## src/shared/ebpi_pkg.sv

```systemverilog
// Constants and types for the external bus pin interface.
// Assumes a single 50 MHz clock domain and an active-low async reset.
//
// Notes on behaviour
// Reset input low puts and holds the device in reset.
// Reset output pin carries the internal watchdog reset to outside devices.
// Standby input low forces hardware standby whatever the device is doing.
// External master holds bus request asserted while it needs the bus.
// After releasing the bus, device asserts grant acknowledge to the master.
// Nonmaskable interrupt input edge raises a request that masking cannot stop.
// Six maskable interrupt inputs, five down to zero, each request interrupts.
// External addresses go out on a 24-bit address bus, 23 down to 0.
// Data bus is 16-bit bidirectional; device drives writes, outside drives reads.
// Eight active-low area selects, seven to zero, assert for accessed area.
// Address strobe goes low only while a valid address is output.
// Read strobe stays low during an external read.
// Upper write strobe low while valid write data sits on bits 15 to 8.
// Lower write strobe low while valid write data sits on bits 7 to 0.
// Wait input during an access stretches the cycle with wait states.
// Mode pins 001..100 give modes 1..4; other patterns are invalid.
package ebpi_pkg;
   localparam int EBPI_ADDR_W = 24;
   localparam int EBPI_DATA_W = 16;
   localparam int EBPI_AREAS = 8;
   localparam int EBPI_IRQS = 6;
   localparam int EBPI_AREA_LSB = 21;
   localparam logic [2:0] EBPI_MD_MODE1 = 3'h1;
   localparam logic [2:0] EBPI_MD_MODE2 = 3'h2;
   localparam logic [2:0] EBPI_MD_MODE3 = 3'h3;
   localparam logic [2:0] EBPI_MD_MODE4 = 3'h4;
   typedef enum logic [2:0] {
      EBPI_MODE_BAD, EBPI_MODE_1, EBPI_MODE_2, EBPI_MODE_3, EBPI_MODE_4
   } ebpi_mode_t;
   typedef enum logic [2:0] {
      EBPI_IDLE, EBPI_ADDR, EBPI_STROBE, EBPI_END, EBPI_RELEASED
   } ebpi_state_t;
endpackage

```

## src/shared/ebpi_sync_if.sv

```systemverilog
// Bundle of synchronised pin levels from the input stage.
// Assumes both ends run on the same clock.
`timescale 1ns/1ps
interface ebpi_sync_if;
   logic reset_n;
   logic standby_n;
   logic ext_bus_request_n_n;
   logic wait_n;
   logic nmi;
   logic [5:0] irq_n;
   logic [15:0] data;
   modport producer (output reset_n, standby_n, ext_bus_request_n_n, wait_n, nmi,
      irq_n, data);
   modport consumer (input reset_n, standby_n, ext_bus_request_n_n, wait_n, nmi,
      irq_n, data);
endinterface

```

## src/verilog/ebpi_pin_sync.sv

```systemverilog
// Two-flop synchronisers for every asynchronous pin input except the mode pins.
// Assumes the pins are unrelated to clk_in.
`timescale 1ns/1ps
module ebpi_pin_sync
   import ebpi_pkg::*;
#(
   parameter int WIDTH = 27
) (
   input wire logic clk_in,
   input wire logic rst_b_in,
   input wire logic [WIDTH-1:0] pins_in,
   ebpi_sync_if.producer sync_out
);
   logic [WIDTH-1:0] meta_q;
   logic [WIDTH-1:0] sync_q;
   always_ff @(posedge clk_in or negedge rst_b_in) begin
      if (!rst_b_in) begin
         meta_q <= {WIDTH{1'b1}};
         sync_q <= {WIDTH{1'b1}};
      end else begin
         meta_q <= pins_in;
         sync_q <= meta_q;
      end
   end
   assign sync_out.reset_n = sync_q[0];
   assign sync_out.standby_n = sync_q[1];
   assign sync_out.ext_bus_request_n_n = sync_q[2];
   assign sync_out.wait_n = sync_q[3];
   assign sync_out.nmi = sync_q[4];
   assign sync_out.irq_n = sync_q[10:5];
   assign sync_out.data = sync_q[26:11];
endmodule

```

## src/verilog/ebpi_top.sv

```systemverilog
// External bus and system-control pin logic of the device.
// Assumes an internal master issuing one access at a time on req_in.
`timescale 1ns/1ps
module ebpi_top
   import ebpi_pkg::*;
(
   input wire logic clk_in,
   input wire logic rst_b_in,
   input wire logic chip_reset_in_n_in,
   input wire logic wdt_reset_in,
   output logic watchdog_reset_out_n_out,
   input wire logic hw_standby_in_n_in,
   output logic hw_standby_out,
   output logic chip_in_reset_out,
   input wire logic ext_bus_request_n_in,
   output logic bus_grant_ack_n_out,
   input wire logic nmi_pin_in,
   input wire logic [5:0] irq_pins_n_in,
   output logic nmi_req_out,
   input wire logic nmi_clear_in,
   output logic [5:0] irq_req_out,
   input wire logic [2:0] op_mode_pins_in,
   output ebpi_mode_t op_mode_out,
   output logic op_mode_invalid_out,
   input wire logic req_in,
   input wire logic req_write_in,
   input wire logic [1:0] req_byte_en_in,
   input wire logic [23:0] req_addr_in,
   input wire logic [15:0] req_wdata_in,
   output logic req_ready_out,
   output logic req_done_out,
   output logic [15:0] req_rdata_out,
   output logic [23:0] addr_out,
   input wire logic [15:0] data_in,
   output logic [15:0] data_out,
   output logic data_oe_out,
   output logic [7:0] area_sel_n_out,
   output logic addr_strobe_n_out,
   output logic read_strobe_n_out,
   output logic upper_byte_write_n_out,
   output logic lower_byte_write_n_out,
   input wire logic wait_n_in
);
   ebpi_sync_if sync ();
   ebpi_pin_sync #(.WIDTH(27)) u_sync (
      .clk_in(clk_in),
      .rst_b_in(rst_b_in),
      .pins_in({data_in, irq_pins_n_in, nmi_pin_in, wait_n_in,
         ext_bus_request_n_in, hw_standby_in_n_in, chip_reset_in_n_in}),
      .sync_out(sync)
   );

   ebpi_state_t state_q;
   logic in_reset;
   logic standby;
   logic is_write_q;
   logic [1:0] be_q;
   logic nmi_prev_q;
   logic [2:0] mode_pins_q;
   logic [2:0] mode_meta_q;
   logic [2:0] mode_sync_q;
   logic [1:0] settle_q;
   logic strobe_end;

   assign in_reset = !sync.reset_n;
   assign standby = !sync.standby_n;
   assign chip_in_reset_out = in_reset;
   assign hw_standby_out = standby;
   assign req_ready_out = (state_q == EBPI_IDLE) && sync.ext_bus_request_n_n
      && !in_reset && !standby;
   // Strobe phase ends once data and wait have crossed both sync stages
   assign strobe_end = (state_q == EBPI_STROBE) && settle_q[1]
      && sync.wait_n;

   always_ff @(posedge clk_in or negedge rst_b_in) begin
      if (!rst_b_in) begin
         watchdog_reset_out_n_out <= 1'b1;
      end else begin
         watchdog_reset_out_n_out <= !wdt_reset_in;
      end
   end

   // Hold strobes until both pin sync stages have seen them
   always_ff @(posedge clk_in or negedge rst_b_in) begin
      if (!rst_b_in) begin
         settle_q <= 2'h0;
      end else if (state_q == EBPI_STROBE) begin
         settle_q <= {settle_q[0], 1'b1};
      end else begin
         settle_q <= 2'h0;
      end
   end

   // Bus cycle sequencer
   always_ff @(posedge clk_in or negedge rst_b_in) begin
      if (!rst_b_in) begin
         state_q <= EBPI_IDLE;
      end else if (in_reset || standby) begin
         state_q <= EBPI_IDLE;
      end else begin
         case (state_q)
            EBPI_IDLE: begin
               if (!sync.ext_bus_request_n_n) begin
                  state_q <= EBPI_RELEASED;
               end else if (req_in) begin
                  state_q <= EBPI_ADDR;
               end
            end
            EBPI_ADDR: state_q <= EBPI_STROBE;
            EBPI_STROBE: begin
               if (strobe_end) begin
                  state_q <= EBPI_END;
               end
            end
            EBPI_END: state_q <= EBPI_IDLE;
            EBPI_RELEASED: begin
               if (sync.ext_bus_request_n_n) begin
                  state_q <= EBPI_IDLE;
               end
            end
            default: state_q <= EBPI_IDLE;
         endcase
      end
   end

   // Pin outputs of an access
   always_ff @(posedge clk_in or negedge rst_b_in) begin
      if (!rst_b_in) begin
         addr_out <= 24'h000000;
         data_out <= 16'h0000;
         is_write_q <= 1'b0;
         be_q <= 2'h0;
         area_sel_n_out <= 8'hff;
         addr_strobe_n_out <= 1'b1;
         read_strobe_n_out <= 1'b1;
         upper_byte_write_n_out <= 1'b1;
         lower_byte_write_n_out <= 1'b1;
         data_oe_out <= 1'b0;
         bus_grant_ack_n_out <= 1'b1;
      end else if (in_reset || standby) begin
         area_sel_n_out <= 8'hff;
         addr_strobe_n_out <= 1'b1;
         read_strobe_n_out <= 1'b1;
         upper_byte_write_n_out <= 1'b1;
         lower_byte_write_n_out <= 1'b1;
         data_oe_out <= 1'b0;
         bus_grant_ack_n_out <= 1'b1;
      end else begin
         // Grant only once every strobe has been released
         bus_grant_ack_n_out <= !(state_q == EBPI_RELEASED
            && sync.ext_bus_request_n_n == 1'b0);
         if (state_q == EBPI_IDLE && req_ready_out && req_in) begin
            addr_out <= req_addr_in;
            data_out <= req_wdata_in;
            is_write_q <= req_write_in;
            be_q <= req_byte_en_in;
            area_sel_n_out <= ~(8'h01 << req_addr_in[23:EBPI_AREA_LSB]);
            addr_strobe_n_out <= 1'b0;
            data_oe_out <= req_write_in;
         end else if (state_q == EBPI_ADDR) begin
            read_strobe_n_out <= is_write_q;
            upper_byte_write_n_out <= !(is_write_q && be_q[1]);
            lower_byte_write_n_out <= !(is_write_q && be_q[0]);
         end else if (strobe_end) begin
            addr_strobe_n_out <= 1'b1;
            read_strobe_n_out <= 1'b1;
            upper_byte_write_n_out <= 1'b1;
            lower_byte_write_n_out <= 1'b1;
         end else if (state_q == EBPI_END) begin
            area_sel_n_out <= 8'hff;
            data_oe_out <= 1'b0;
         end
      end
   end

   always_ff @(posedge clk_in or negedge rst_b_in) begin
      if (!rst_b_in) begin
         req_done_out <= 1'b0;
         req_rdata_out <= 16'h0000;
      end else begin
         req_done_out <= strobe_end && !in_reset && !standby;
         if (strobe_end && !is_write_q) begin
            req_rdata_out <= sync.data;
         end
      end
   end

   // Interrupt inputs
   always_ff @(posedge clk_in or negedge rst_b_in) begin
      if (!rst_b_in) begin
         nmi_prev_q <= 1'b1;
         nmi_req_out <= 1'b0;
         irq_req_out <= 6'h00;
      end else begin
         nmi_prev_q <= sync.nmi;
         if (nmi_prev_q && !sync.nmi) begin
            nmi_req_out <= 1'b1;
         end else if (nmi_clear_in) begin
            nmi_req_out <= 1'b0;
         end
         irq_req_out <= ~sync.irq_n;
      end
   end

   // Mode pins pass two flops like every other pin
   always_ff @(posedge clk_in or negedge rst_b_in) begin
      if (!rst_b_in) begin
         mode_meta_q <= 3'h0;
         mode_sync_q <= 3'h0;
      end else begin
         mode_meta_q <= op_mode_pins_in;
         mode_sync_q <= mode_meta_q;
      end
   end

   // Mode pins latched while reset is held
   always_ff @(posedge clk_in or negedge rst_b_in) begin
      if (!rst_b_in) begin
         mode_pins_q <= 3'h0;
      end else if (in_reset) begin
         mode_pins_q <= mode_sync_q;
      end
   end

   always_comb begin
      case (mode_pins_q)
         EBPI_MD_MODE1: op_mode_out = EBPI_MODE_1;
         EBPI_MD_MODE2: op_mode_out = EBPI_MODE_2;
         EBPI_MD_MODE3: op_mode_out = EBPI_MODE_3;
         EBPI_MD_MODE4: op_mode_out = EBPI_MODE_4;
         default: op_mode_out = EBPI_MODE_BAD;
      endcase
      op_mode_invalid_out = (op_mode_out == EBPI_MODE_BAD);
   end
endmodule

```

## config.mk

```make
export PLATFORM = sky130hd
export DESIGN_NAME = ebpi_top
export DESIGN_NICKNAME = d
export VERILOG_FILES = /design/src/shared/ebpi_pkg.sv /design/src/shared/ebpi_sync_if.sv /design/src/verilog/ebpi_pin_sync.sv /design/src/verilog/ebpi_top.sv
export SDC_FILE = /design/constraint.sdc
export NUM_CORES = 1
export LEC_CHECK = 0
export BUFFER_PORTS_ARGS = -buffer_cell sky130_fd_sc_hd__clkbuf_2
export CAP_MARGIN = 40
export CORE_MARGIN = 3
export CORE_UTILIZATION = 36
export DETAILED_ROUTE_END_ITERATION = 10
export SYNTH_ARGS = -nofsm -noshare
export SYNTH_HDL_FRONTEND = slang
export SYNTH_SLANG_ARGS = --single-unit
```

## constraint.sdc

```tcl
create_clock -name clk_in -period 2.42 [get_ports clk_in]
set_input_delay 0.242 -clock clk_in [delete_from_list [all_inputs] [get_ports clk_in]]
set_output_delay 0.242 -clock clk_in [all_outputs]
set_load 0.05 [all_outputs]
```

== Word-level counts from Yosys, hierarchy flattened ==
Cells that the tools add are included.
Cells by class
  multiplexer cells: 34
  equal/unequal tests: 14
  shift-type cells: 1
  reduce and logical (&&, ||, !) cells: 34
  bitwise operators: 4
Operators with widths (number)
  $mux W8: 5
  $pmux W3 S4: 2
  $mux W1: 21
  $mux W3: 5
  $logic_and A1 B1 Y1: 14
  $eq A3 B2 Y1 const B: 4
  $reduce_bool A3 Y1: 3
  $logic_not A1 Y1: 8
  $not A8 Y8: 1
  $shl A1 B3 Y8 const A: 1
  $eq A3 B1 Y1 const B: 2
  $eq A3 B3 Y1 const B: 2
  $logic_not A3 Y1: 2
  $ne A3 B2 Y1 const B: 2
  $not A6 Y6: 1
  $reduce_and A2 Y1: 3
  $reduce_and A3 Y1: 2
  $ne A4 B4 Y1 const B: 1
  $ne A3 B1 Y1 const B: 1
  $ne A3 B3 Y1 const B: 1
  $mux W2: 1
  $ne A2 B2 Y1 const B: 1
  $not A1 Y1: 2
  $reduce_bool A2 Y1: 1
  $logic_or A1 B1 Y1: 1
Word-level totals
  input port bits: 78
  register bits after elaboration: 151
  output and inout bits: 86

== Logic depth before layout (Yosys ltp) ==
Gate-level depths: netlist of run 1.
  depth after elaboration: 8
  gate-level depth with buffers: 5
  mapped depth without buffers: 3

== By module ==
From an unflattened synthesis of run 1, not the netlist that was laid out.
Second synthesis, totals
  cell total of the unflattened synthesis: 299
  area total of the unflattened synthesis: 5053.6 µm²
By module, submodules not included
  ebpi_top: cells each 245, times used 1, area an instance 3634.7 µm², seq. area each 2446.1 µm²
  ebpi_pin_sync: cells each 54, times used 1, area an instance 1418.9 µm², seq. area each 1418.9 µm²

== Least setup slack after synthesis of run 1 ==
OpenSTA, ideal clock, no wires.
  path type: reg-to-reg
  from: reg u_sync.sync_q[0]
  to: reg addr_out[11]
  data arrival time: 1.540 ns
  path slack: 0.752 ns
  clock period less this slack: 1.668 ns
  setup time: 0.128 ns
  cell stages (with the launch flop): 6
  required time: 2.292 ns
  cell sequence: dfstp_2 -> clkbuf_2 -> and3b_2 -> nand4_2 -> buf_2 -> mux2_1
On the way
  longest elaborated chain between the ends: 5
Ends and longest elaborated chain
  from (decl): RTL line ebpi_pin_sync.sv:15  | logic [WIDTH-1:0] sync_q;
  from (signal assigned): RTL line ebpi_pin_sync.sv:19  | sync_q <= {WIDTH{1'b1}};
  from (signal assigned): RTL line ebpi_pin_sync.sv:22  | sync_q <= meta_q;
  $logic_and A1 B1 Y1 (2 in series): RTL line ebpi_top.sv:70  | && !in_reset && !standby;
  $logic_and A1 B1 Y1 (2 in series): RTL line ebpi_top.sv:152  | if (state_q == EBPI_IDLE && req_ready_out && req_in) begin
  $reduce_and A2 Y1 (no source line) *
  to (signal assigned): RTL line ebpi_top.sv:153  | addr_out <= req_addr_in;
  to (decl): RTL line ebpi_top.sv:33  | output logic [23:0] addr_out,
Every way passes the cells marked *; elsewhere a longest branch is shown, timed or not.
A chain may end at the register's enable or synchronous reset.

== Worst setup path in the final report of run 1 ==
  from: reg u_sync.sync_q[0]
  to: out req_ready_out
On the way
  longest elaborated chain between the ends: 2
Ends and longest elaborated chain
  $logic_and A1 B1 Y1 (2 in series): RTL line ebpi_top.sv:70
  to (decl): RTL line ebpi_top.sv:30  | output logic req_ready_out,
No other way between the ends.

==> results of run 1 <==
synthesized netlist by cell type:
master | instances | area (um2)
dfstp_2 | 69 | 1810
nand3b_1 | 1 | 7.51
nand4b_1 | 1 | 8.76
a21oi_1 | 1 | 5.00
nand2_1 | 5 | 18.8
or2_2 | 1 | 6.26
nand3_1 | 1 | 5.00
or3_1 | 1 | 6.26
dfrtp_1 | 82 | 2050
a2111oi_0 | 1 | 8.76
mux2_4 | 10 | 150
nand4_2 | 1 | 12.5
a31oi_1 | 3 | 18.8
clkbuf_2 | 1 | 5.00
clkbuf_1 | 3 | 11.3
and3_1 | 1 | 6.26
a21boi_0 | 1 | 7.51
o22ai_1 | 1 | 6.26
nor2_1 | 9 | 33.8
buf_1 | 1 | 3.75
inv_1 | 11 | 41.3
and2_1 | 2 | 12.5
nor3b_1 | 4 | 30.0
xor2_1 | 1 | 8.76
or3b_2 | 1 | 8.76
mux2_1 | 2 | 22.5
nor3_1 | 13 | 65.1
mux2i_1 | 8 | 80.1
and3b_2 | 2 | 20.0
mux2_2 | 51 | 574
nor2b_1 | 2 | 12.5
nor4_1 | 2 | 12.5
buf_2 | 5 | 25.0
nor4b_1 | 2 | 17.5
buf_6 | 1 | 11.3
buf_12 | 1 | 20.0
how the worst min path moves through the flow:
stage | startpoint | endpoint | depth (start not counted)
finish | req_addr_in[11] | addr_out[11]$_DFFE_PN0P_ | 2
global route | req_addr_in[11] | addr_out[11]$_DFFE_PN0P_ | 2
CTS | req_addr_in[11] | addr_out[11]$_DFFE_PN0P_ | 2
detailed placement | rst_b_in | req_rdata_out[1]$_DFFE_PN0P_ | 1
global placement | rst_b_in | req_rdata_out[1]$_DFFE_PN0P_ | 1
floorplan | rst_b_in | addr_out[0]$_DFFE_PN0P_ | 0
power by group:
group | internal [mW] | switching, mW | total (mW)
Combinational | 0.356 | 0.902 | 1.26
Sequential | 2.81 | 0.121 | 2.93
Clock | 1.54 | 0.999 | 2.54
Total | 4.70 | 2.02 | 6.73
final cells by class:
| class | instances | area [um2] |
|---|---|---|
| flip-flops and latches | 151 | 3860 |
| inverters | 11 | 41.3 |
| clock buffers | 19 | 443 |
| multi-input cells | 128 | 1170 |
| fillers | 1175 | 6830 |
| repair buffers | 202 | 1230 |
| clock inverters | 13 | 129 |
| well taps | 180 | 225 |
cell families (layout without fill, tap and decap cells):
family                    count (synthesis)  after routing  synth area share, %
AOI/OAI and AO/OA                         7              7                0.899
xor gates and xnor gates                  1              1                0.170
buffers and inverters                    23            245                 2.28
DFF                                     151            151                 75.1
muxes                                    71             71                 16.1
and+or+nand+nor                          49             49                 5.52
metrics by stage:
stage,worst slack (ps),std cells,util [%],total power [mW]
after global placement,494,638,44.4,4.19
after floorplan,752,302,-,3.82
after detailed placement,482,639,44.5,4.21
after CTS,450,704,51.0,6.83
after global routing,416,704,51.0,7.01
final,496,704,51.0,6.73
state kept, by name, indices dropped and copies added (netlist names), 2 cells and up:
signal	flops
mode_sync_q	3
irq_req_out	6
mode_meta_q	3
mode_pins_q	3
u_sync.sync_q	27
data_out	16
req_rdata_out	16
area_sel_n_out	8
u_sync.meta_q	27
addr_out	24
be_q	2
state_q	3
settle_q	2
per-layer routing:
layer	up-vias	GRT usage [%]	share of wire [%]	wire length [um]
met5	-	0	0	0
li1	1444	-	-	-
met3	10	6.28	8.9	904
met4	0	5.17	1.4	141
met1	1520	17.0	43	4400
met2	113	21.0	47	4750
timing repair:
item / CTS / global route
endpoints found under the setup margin: 0 / 0
hold buffers: 33 / 0
endpoints found under the hold margin: 62 / 0
==> summary.md, run 1 <==
| Metric | Value |
|---|---|
| Status | `completed` |
| CTS root buf | `clkbuf_16` |
| Most common cell after layout, fill and taps aside | `clkbuf_2` |
| Req. time, crit path | `2180 ps` |
| Placer Congestion | `0.735` |
| Setup_tns | `0 ps` |
| Leak pwr | `3.46 nW` |
| Largest net degree at the start of global routing | `68` |
| Reg2reg setup slack | `510 ps` |
| Placed Area | `6210 um2` |
| Post-layout min period | `1920 ps` |
| Post-detailed-routing wire length | `10.2 mm` |
| Critical path peak fanout | `7` |
| Reg2reg path depth | `4` |
| Share of cells above drive strength 1 | `63.9%` |
| Clock Skews | `8.64 ps` |
| Peak Freq | `0.520 GHz` |
| Mapped cell area | `5150 um2` |
| CTS tree | `done` |
| Critical path origin | `u_sync.sync_q[0]$_DFF_PN1_` |
| Nets | `589` |
| Iter 0 DRT Violations | `111` |
| Slowest CP cell | `dfstp_2` |
| Critical path endpoint | `req_ready_out` |
| Final hold violations | `0` |
| Critical path depth | `3` |
| GRT overflow | `0` |
| Clk pin slew, worst setup/hold paths | `60 ps` |
| Die span in x | `126 um` |
| Critical path buffers and inverters | `1` |
| PwrDens | `946 nW/um2` |
| # port buffers | `163` |
| Vias in the first global route | `3330` |
| Site Rows | `43` |
| Hold slack | `39.7 ps` |
| Syn_nets | `380` |
| Drt wl/cell | `14.5 um` |
| Tot GR Track Use | `13.7%` |
| CTS buffer count | `17` |
| Post-DP HPWL | `7.02 mm` |
| Core Region | `13900 um2` |
| VDD IR max | `0.000674 V` |
| Mean area per synthesized cell | `17.0 um2` |
| TritonCTS Sinks | `151` |
| Initial antenna violation count | `0` |
| Layout area overhead | `38.1%` |
| Actual slew at the worst max-slew pin | `519 ps` |
| Post-CTS setup repair buffer count | `0` |
| Final Cycle Share | `79.5%` |
| H-tree Lvls | `4` |
| RSZ-0062 raised after global routing | `no` |
| Global-route wire length before repair | `16.8 mm` |
| Initial Utilization | `36.9%` |
| CTS resizes | `0` |
| Worst path cell trace | `and3b_2, and3_1, clkbuf_2` |
| Worst flop-to-flop path startpoint | `u_sync.sync_q[0]$_DFF_PN1_` |
| Worst Setup Start Kind | `flop` |
| Die Area | `15800 um2` |
| Die height | `126 um` |
| Num ports | `164` |
| Final instance area | `7110 um2` |
| Final count of negative-setup-slack endpoints | `0` |
| Post-route ant nets | `0` |
| Drc violations | `0` |
| Ant. Diodes | `0` |
| CP Capture Type | `output port` |
| Family with the most delay on the worst path | `flip-flops` |
| Peak per-stage delay on the critical path | `590 ps` |
| Synth cell types | `36` |
| Clock Path Buffers | `2` |
| Synth warn | `0` |
| Worst hold path type | `in -> reg` |
| Most frequent cells in the layout | `clkbuf_2 (162), dfrtp_1 (82), dfstp_2 (69)` |
| DR vias | `3087` |
| Mapped Cells | `302` |
| Critical setup path kind | `reg -> out` |
| Clock latency on the worst-skew pair | `410 ps` |
| Register bit total from synthesis | `151` |
| Relative slew slack | `65.4%` |
| Vias per cell | `4.38` |
| Slew Viols, Final | `0` |
| Reg2reg end | `addr_out[12]$_DFFE_PN0P_` |
| Critical Path AT | `1680 ps` |
| Pre-Repair DR Iteration Count | `4` |
| Max-cap violations | `0` |
| Sequential-to-total area share from yosys stat | `75.1%` |
(Power assumes the default switching activity.)
==> run 2, diff against run 1 <==
- clock period: 2.42 -> 1.8 ns (I/O delays scaled with it)
==> summary.md, run 2 (same netlist as run 1, synthesis figures left out) <==
| Metric | Value |
|---|---|
| Actual slew at the worst max-slew pin | `436 ps` |
| Hold slack | `91.1 ps` |
| Final hold violations | `0` |
| DR vias | `3281` |
| Vias in the first global route | `3611` |
| Tot GR Track Use | `15.0%` |
| Most common cell after layout, fill and taps aside | `clkbuf_2` |
| CTS buffer count | `17` |
| Final instance area | `7560 um2` |
| Vias per cell | `4.40` |
| TritonCTS Sinks | `151` |
| Largest net degree at the start of global routing | `62` |
| Worst Setup Start Kind | `flop` |
| Die Area | `15800 um2` |
| Post-layout min period | `1710 ps` |
| Status | `completed` |
| Die height | `126 um` |
| Critical path peak fanout | `4` |
| CTS root buf | `clkbuf_16` |
| Tot Pwr | `9.13 mW` |
| Drc violations | `0` |
| Placer Congestion | `0.702` |
| Final Cycle Share | `94.8%` |
| Worst hold path type | `in -> reg` |
| Clock Path Buffers | `2` |
| RSZ-0062 raised after global routing | `no` |
| Largest regs | `u_sync.meta_q x27, u_sync.sync_q x27, addr_out x24` |
| Peak Freq | `0.586 GHz` |
| PwrDens | `1210 nW/um2` |
| Clk pin slew, worst setup/hold paths | `60 ps` |
| Worst min-delay path endpoint | `state_q[0]$_DFFE_PN0P_` |
| VDD IR max | `0.000836 V` |
| Most frequent cells in the layout | `clkbuf_2 (161), dfrtp_1 (82), dlygate4sd3_1 (73)` |
| Clock Skews | `8.48 ps` |
| Leak pwr | `3.65 nW` |
| Slew Viols, Final | `0` |
| Highest Signal Layer | `met4` |
| Post-DP HPWL | `7.17 mm` |
| Post-route ant nets | `0` |
| Global-route wire length before repair | `18.4 mm` |
| FF/Latch Area | `3860 um2` |
| Reg2reg path depth | `4` |
| Site Rows | `43` |
| M1 WL | `4.61 mm` |
| # port buffers | `163` |
| Num ports | `164` |
| Critical Path AT | `1530 ps` |
| HP Start | `req_in` |
| Setup_tns | `0 ps` |
| Drt wl/cell | `14.7 um` |
| Pre-Repair DR Iteration Count | `3` |
| H-tree Lvls | `4` |
| Relative slew slack | `70.9%` |
| Initial antenna violation count | `0` |
| Share of cells above drive strength 1 | `59.4%` |
| Met2 routed WL | `5.35 mm` |
| Clock latency on the worst-skew pair | `420 ps` |
| CTS tree | `done` |
| Reg2reg end | `req_rdata_out[5]$_DFFE_PN0P_` |
| Final count of negative-setup-slack endpoints | `0` |
| Max-cap violations | `0` |
| Fin cells | `746` |
| Initial Utilization | `36.9%` |
| Layout area overhead | `46.8%` |
| Die span in x | `126 um` |
| Worst flop-to-flop path startpoint | `state_q[0]$_DFFE_PN0P_` |
| Post-detailed-routing wire length | `10.9 mm` |
| Reg2reg setup slack | `130 ps` |
| Ant. Diodes | `0` |
| Req. time, crit path | `1620 ps` |
| GRT overflow | `0` |
| Critical setup path kind | `reg -> out` |
| Placed cell count | `641` |
| Core Region | `13900 um2` |
| WHS Path Cells | `3` |
| Layout fillers | `1171` |
| Nets | `631` |
| Metal3 WL | `805 um` |
| Area occupied by multi-input gates | `1180 um2` |
| CP Capture Type | `output port` |
| Iter 0 DRT Violations | `125` |
| Placed Area | `6240 um2` |
run 2: cell types whose count changed in the layout (fill, tap and decap cells not counted), sizes merged:
cell	before	now
buf	7	10
clkbuf	181	184
clkinvlp	2	0
dlygate4sd3	33	73
inv	13	11
run 2: final cells by class:
class                           count  area share (%)
Clock buffer                       23            6.19
Clock inverter                      9            1.36
Tap cell                          180            2.98
Inverter                           11           0.546
Multi-Input combinational cell    128            15.7
Timing Repair Buffer              244            22.1
Sequential cell                   151            51.1
run 2: power breakdown:
| part | internal, mW | switching, mW |
|---|---|---|
| logic | 0.543 | 1.24 |
| registers | 3.78 | 0.167 |
| clock network | 2.10 | 1.30 |
run 2: how the worst max path moves through the flow:
| stage | start | endpoint | slack (ps) | cells past startpoint |
|---|---|---|---|---|
| 6_report | u_sync.sync_q[1]$_DFF_PN1_ | req_ready_out | 90 | 3 |
| 5_1_grt | u_sync.sync_q[1]$_DFF_PN1_ | req_ready_out | 20 | 3 |
| 4_1_cts | u_sync.sync_q[1]$_DFF_PN1_ | req_ready_out | 7 | 3 |
| 3_5_place_dp | state_q[0]$_DFFE_PN0P_ | req_rdata_out[10]$_DFFE_PN0P_ | 140 | 4 |
| 3_3_place_gp | u_sync.sync_q[1]$_DFF_PN1_ | data_out[10]$_DFFE_PN0P_ | 170 | 4 |
| 2_1_floorplan | u_sync.sync_q[0]$_DFF_PN1_ | addr_out[11]$_DFFE_PN0P_ | 130 | 5 |
run 2: through the flow:
| step | setup slack, ps | util [%] |
|---|---|---|
| detailed placement | 136 | 44.8 |
| floorplan | 132 | - |
| global placement | 172 | 44.8 |
| global route | 21.9 | 54.2 |
| finish | 93.9 | 54.2 |
| CTS | 6.64 | 54.2 |
run 2: layer usage:
layer  up-vias  track usage (%)
met4         0             6.19
li1       1533                -
met2       119             23.7
met1      1614             18.3
met3        15             6.07
met5         -                0
run 2: worst max-delay path: stages, from the launching register on:
cell and delay, ps:
dfstp_2 550, and3b_2 220, and3_4 200, buf_8 140
run 2: what timing repair did:
item	4_1_cts	5_1_grt
setup buffers	0	0
gates resized for setup	2	4
endpoints found under the hold margin	90	0
endpoints found under the setup margin	1	2
hold buffers	73	0
==> run 3, diff against run 2 <==
- RECOVER_POWER: default -> 50
==> summary.md, run 3 (same netlist as run 1, synthesis figures left out) <==
| Metric | Value |
|---|---|
| Largest regs | `u_sync.meta_q x27, u_sync.sync_q x27, addr_out x24` |
| CTS buffer count | `17` |
| Status | `completed` |
| Pre-Repair DR Iteration Count | `3` |
| Placer Congestion | `0.702` |
| Critical setup path kind | `reg -> out` |
| Die height | `126 um` |
| Worst flop-to-flop path startpoint | `state_q[0]$_DFFE_PN0P_` |
| Vias per cell | `4.41` |
| Slew Viols, Final | `0` |
| Nets | `631` |
| Final instance area | `7530 um2` |
| PwrDens | `1210 nW/um2` |
| Initial antenna violation count | `0` |
| Drc violations | `0` |
| Ant. Diodes | `0` |
| # port buffers | `163` |
| Leak pwr | `3.62 nW` |
| Clock Skews | `8.23 ps` |
| Post-CTS setup repair buffer count | `0` |
| Post-DP HPWL | `7.17 mm` |
| RSZ-0062 raised after global routing | `no` |
| Largest net degree at the start of global routing | `62` |
| Share of cells above drive strength 1 | `58.0%` |
| Iter 0 DRT Violations | `94` |
| Slowest CP cell | `dfstp_2` |
| WHS Path Cells | `3` |
| GR Layer Usage met2 | `23.7%` |
| Grt peak-use layer | `met2` |
| Req. time, crit path | `1620 ps` |
| Final count of negative-setup-slack endpoints | `0` |
| DR vias | `3290` |
| CTS tree | `done` |
| Most frequent cells in the layout | `clkbuf_2 (155), dfrtp_1 (82), dlygate4sd3_1 (73)` |
| Vias in the first global route | `3611` |
| Peak Freq | `0.586 GHz` |
| Site Rows | `43` |
| GRT overflow | `0` |
| Placed Area | `6240 um2` |
| HP Start | `req_in` |
| Initial Utilization | `36.9%` |
| Clock Path Buffers | `2` |
| Setup_tns | `0 ps` |
| Tot Pwr | `9.12 mW` |
| Core Region | `13900 um2` |
| CP Capture Type | `output port` |
| TritonCTS Sinks | `151` |
| Post-layout min period | `1710 ps` |
| Drt wl/cell | `14.6 um` |
| Max-cap violations | `0` |
| Worst Setup Start Kind | `flop` |
| Actual slew at the worst max-slew pin | `1150 ps` |
| Worst hold path type | `in -> reg` |
| CTS root buf | `clkbuf_16` |
| Tot GR Track Use | `15.0%` |
| Layout area overhead | `46.3%` |
| Layout fillers | `1183` |
| Die Area | `15800 um2` |
| Peak per-stage delay on the critical path | `550 ps` |
| Worst path cell trace | `and3b_2, and3_4, buf_8` |
| Final hold violations | `0` |
| VDD IR max | `0.000837 V` |
| Clock latency on the worst-skew pair | `420 ps` |
| Critical Path AT | `1530 ps` |
| Clk pin slew, worst setup/hold paths | `60 ps` |
| H-tree Lvls | `4` |
| Num ports | `164` |
| Most common cell after layout, fill and taps aside | `clkbuf_2` |
| Critical path origin | `u_sync.sync_q[1]$_DFF_PN1_` |
| Relative slew slack | `23.5%` |
| Global-route wire length before repair | `18.4 mm` |
| Reg2reg path depth | `4` |
| Post-route ant nets | `0` |
| Final Cycle Share | `94.8%` |
| Die span in x | `126 um` |
| Critical path peak fanout | `4` |
| Post-detailed-routing wire length | `10.9 mm` |
| Met1 usage | `18.3%` |
| M3 GR Usage | `6.07%` |
run 3: cell count changes in the layout (fill, tap and decap cells not counted), sizes merged:
cell    change
buf         -1
clkbuf      +1
run 3: per-layer routing:
metal  share of wire [%]  up-vias
li1                    -     1534
met1                  42     1621
met5                   0        -
met4                 1.7        0
met2                  49      120
met3                 7.4       15
run 3: area by class of cell:
class                   instances  area (um2)  share of cell area, %
repair buffers                244        1650                   21.9
flip-flops and latches        151        3860                   51.3
inverters                      11        41.3                  0.548
clock buffers                  23         468                   6.21
well taps                     180         225                   2.99
multi-input cells             128        1180                   15.7
clock inverters                 9         103                   1.36
run 3: power breakdown:
part | switching [mW] | leakage (nW) | internal [mW]
Clock | 1.30 | 0.285 | 2.10
Combinational | 1.24 | 1.59 | 0.538
Sequential | 0.167 | 1.75 | 3.78
run 3: final timing paths:
kind	endpoint	slack (ps)
max in group asynchronous	u_sync.meta_q[6]$_DFF_PN1_	250
worst min register to register	u_sync.sync_q[19]$_DFF_PN1_	350
worst max register to register	req_rdata_out[5]$_DFFE_PN0P_	130
min in group asynchronous	req_rdata_out[1]$_DFFE_PN0P_	540
worst max-delay path	req_ready_out	90
worst min-delay path	state_q[0]$_DFFE_PN0P_	90
run 3: per-stage QoR:
step	hold slack (ps)	util (%)	worst slack, ps	std cells
after detailed placement	141	44.8	136	641
after floorplan	-116	-	132	302
after global routing	121	54.1	21.9	746
final	90.9	54.1	94.1	746
after CTS	74.6	54.2	6.64	746
after global placement	131	44.8	172	641
run 3: critical path, delay by kind of cell, from the launching register on:
family	cells	cell delay [ps]
and+or+nand+nor	2	420
DFF	1	550
buffers and inverters	1	140
run 3: timing repair:
item	CTS	global route
endpoints found under the setup margin	1	2
endpoints found under the hold margin	90	0
resized for setup	2	4
hold buffers	73	0
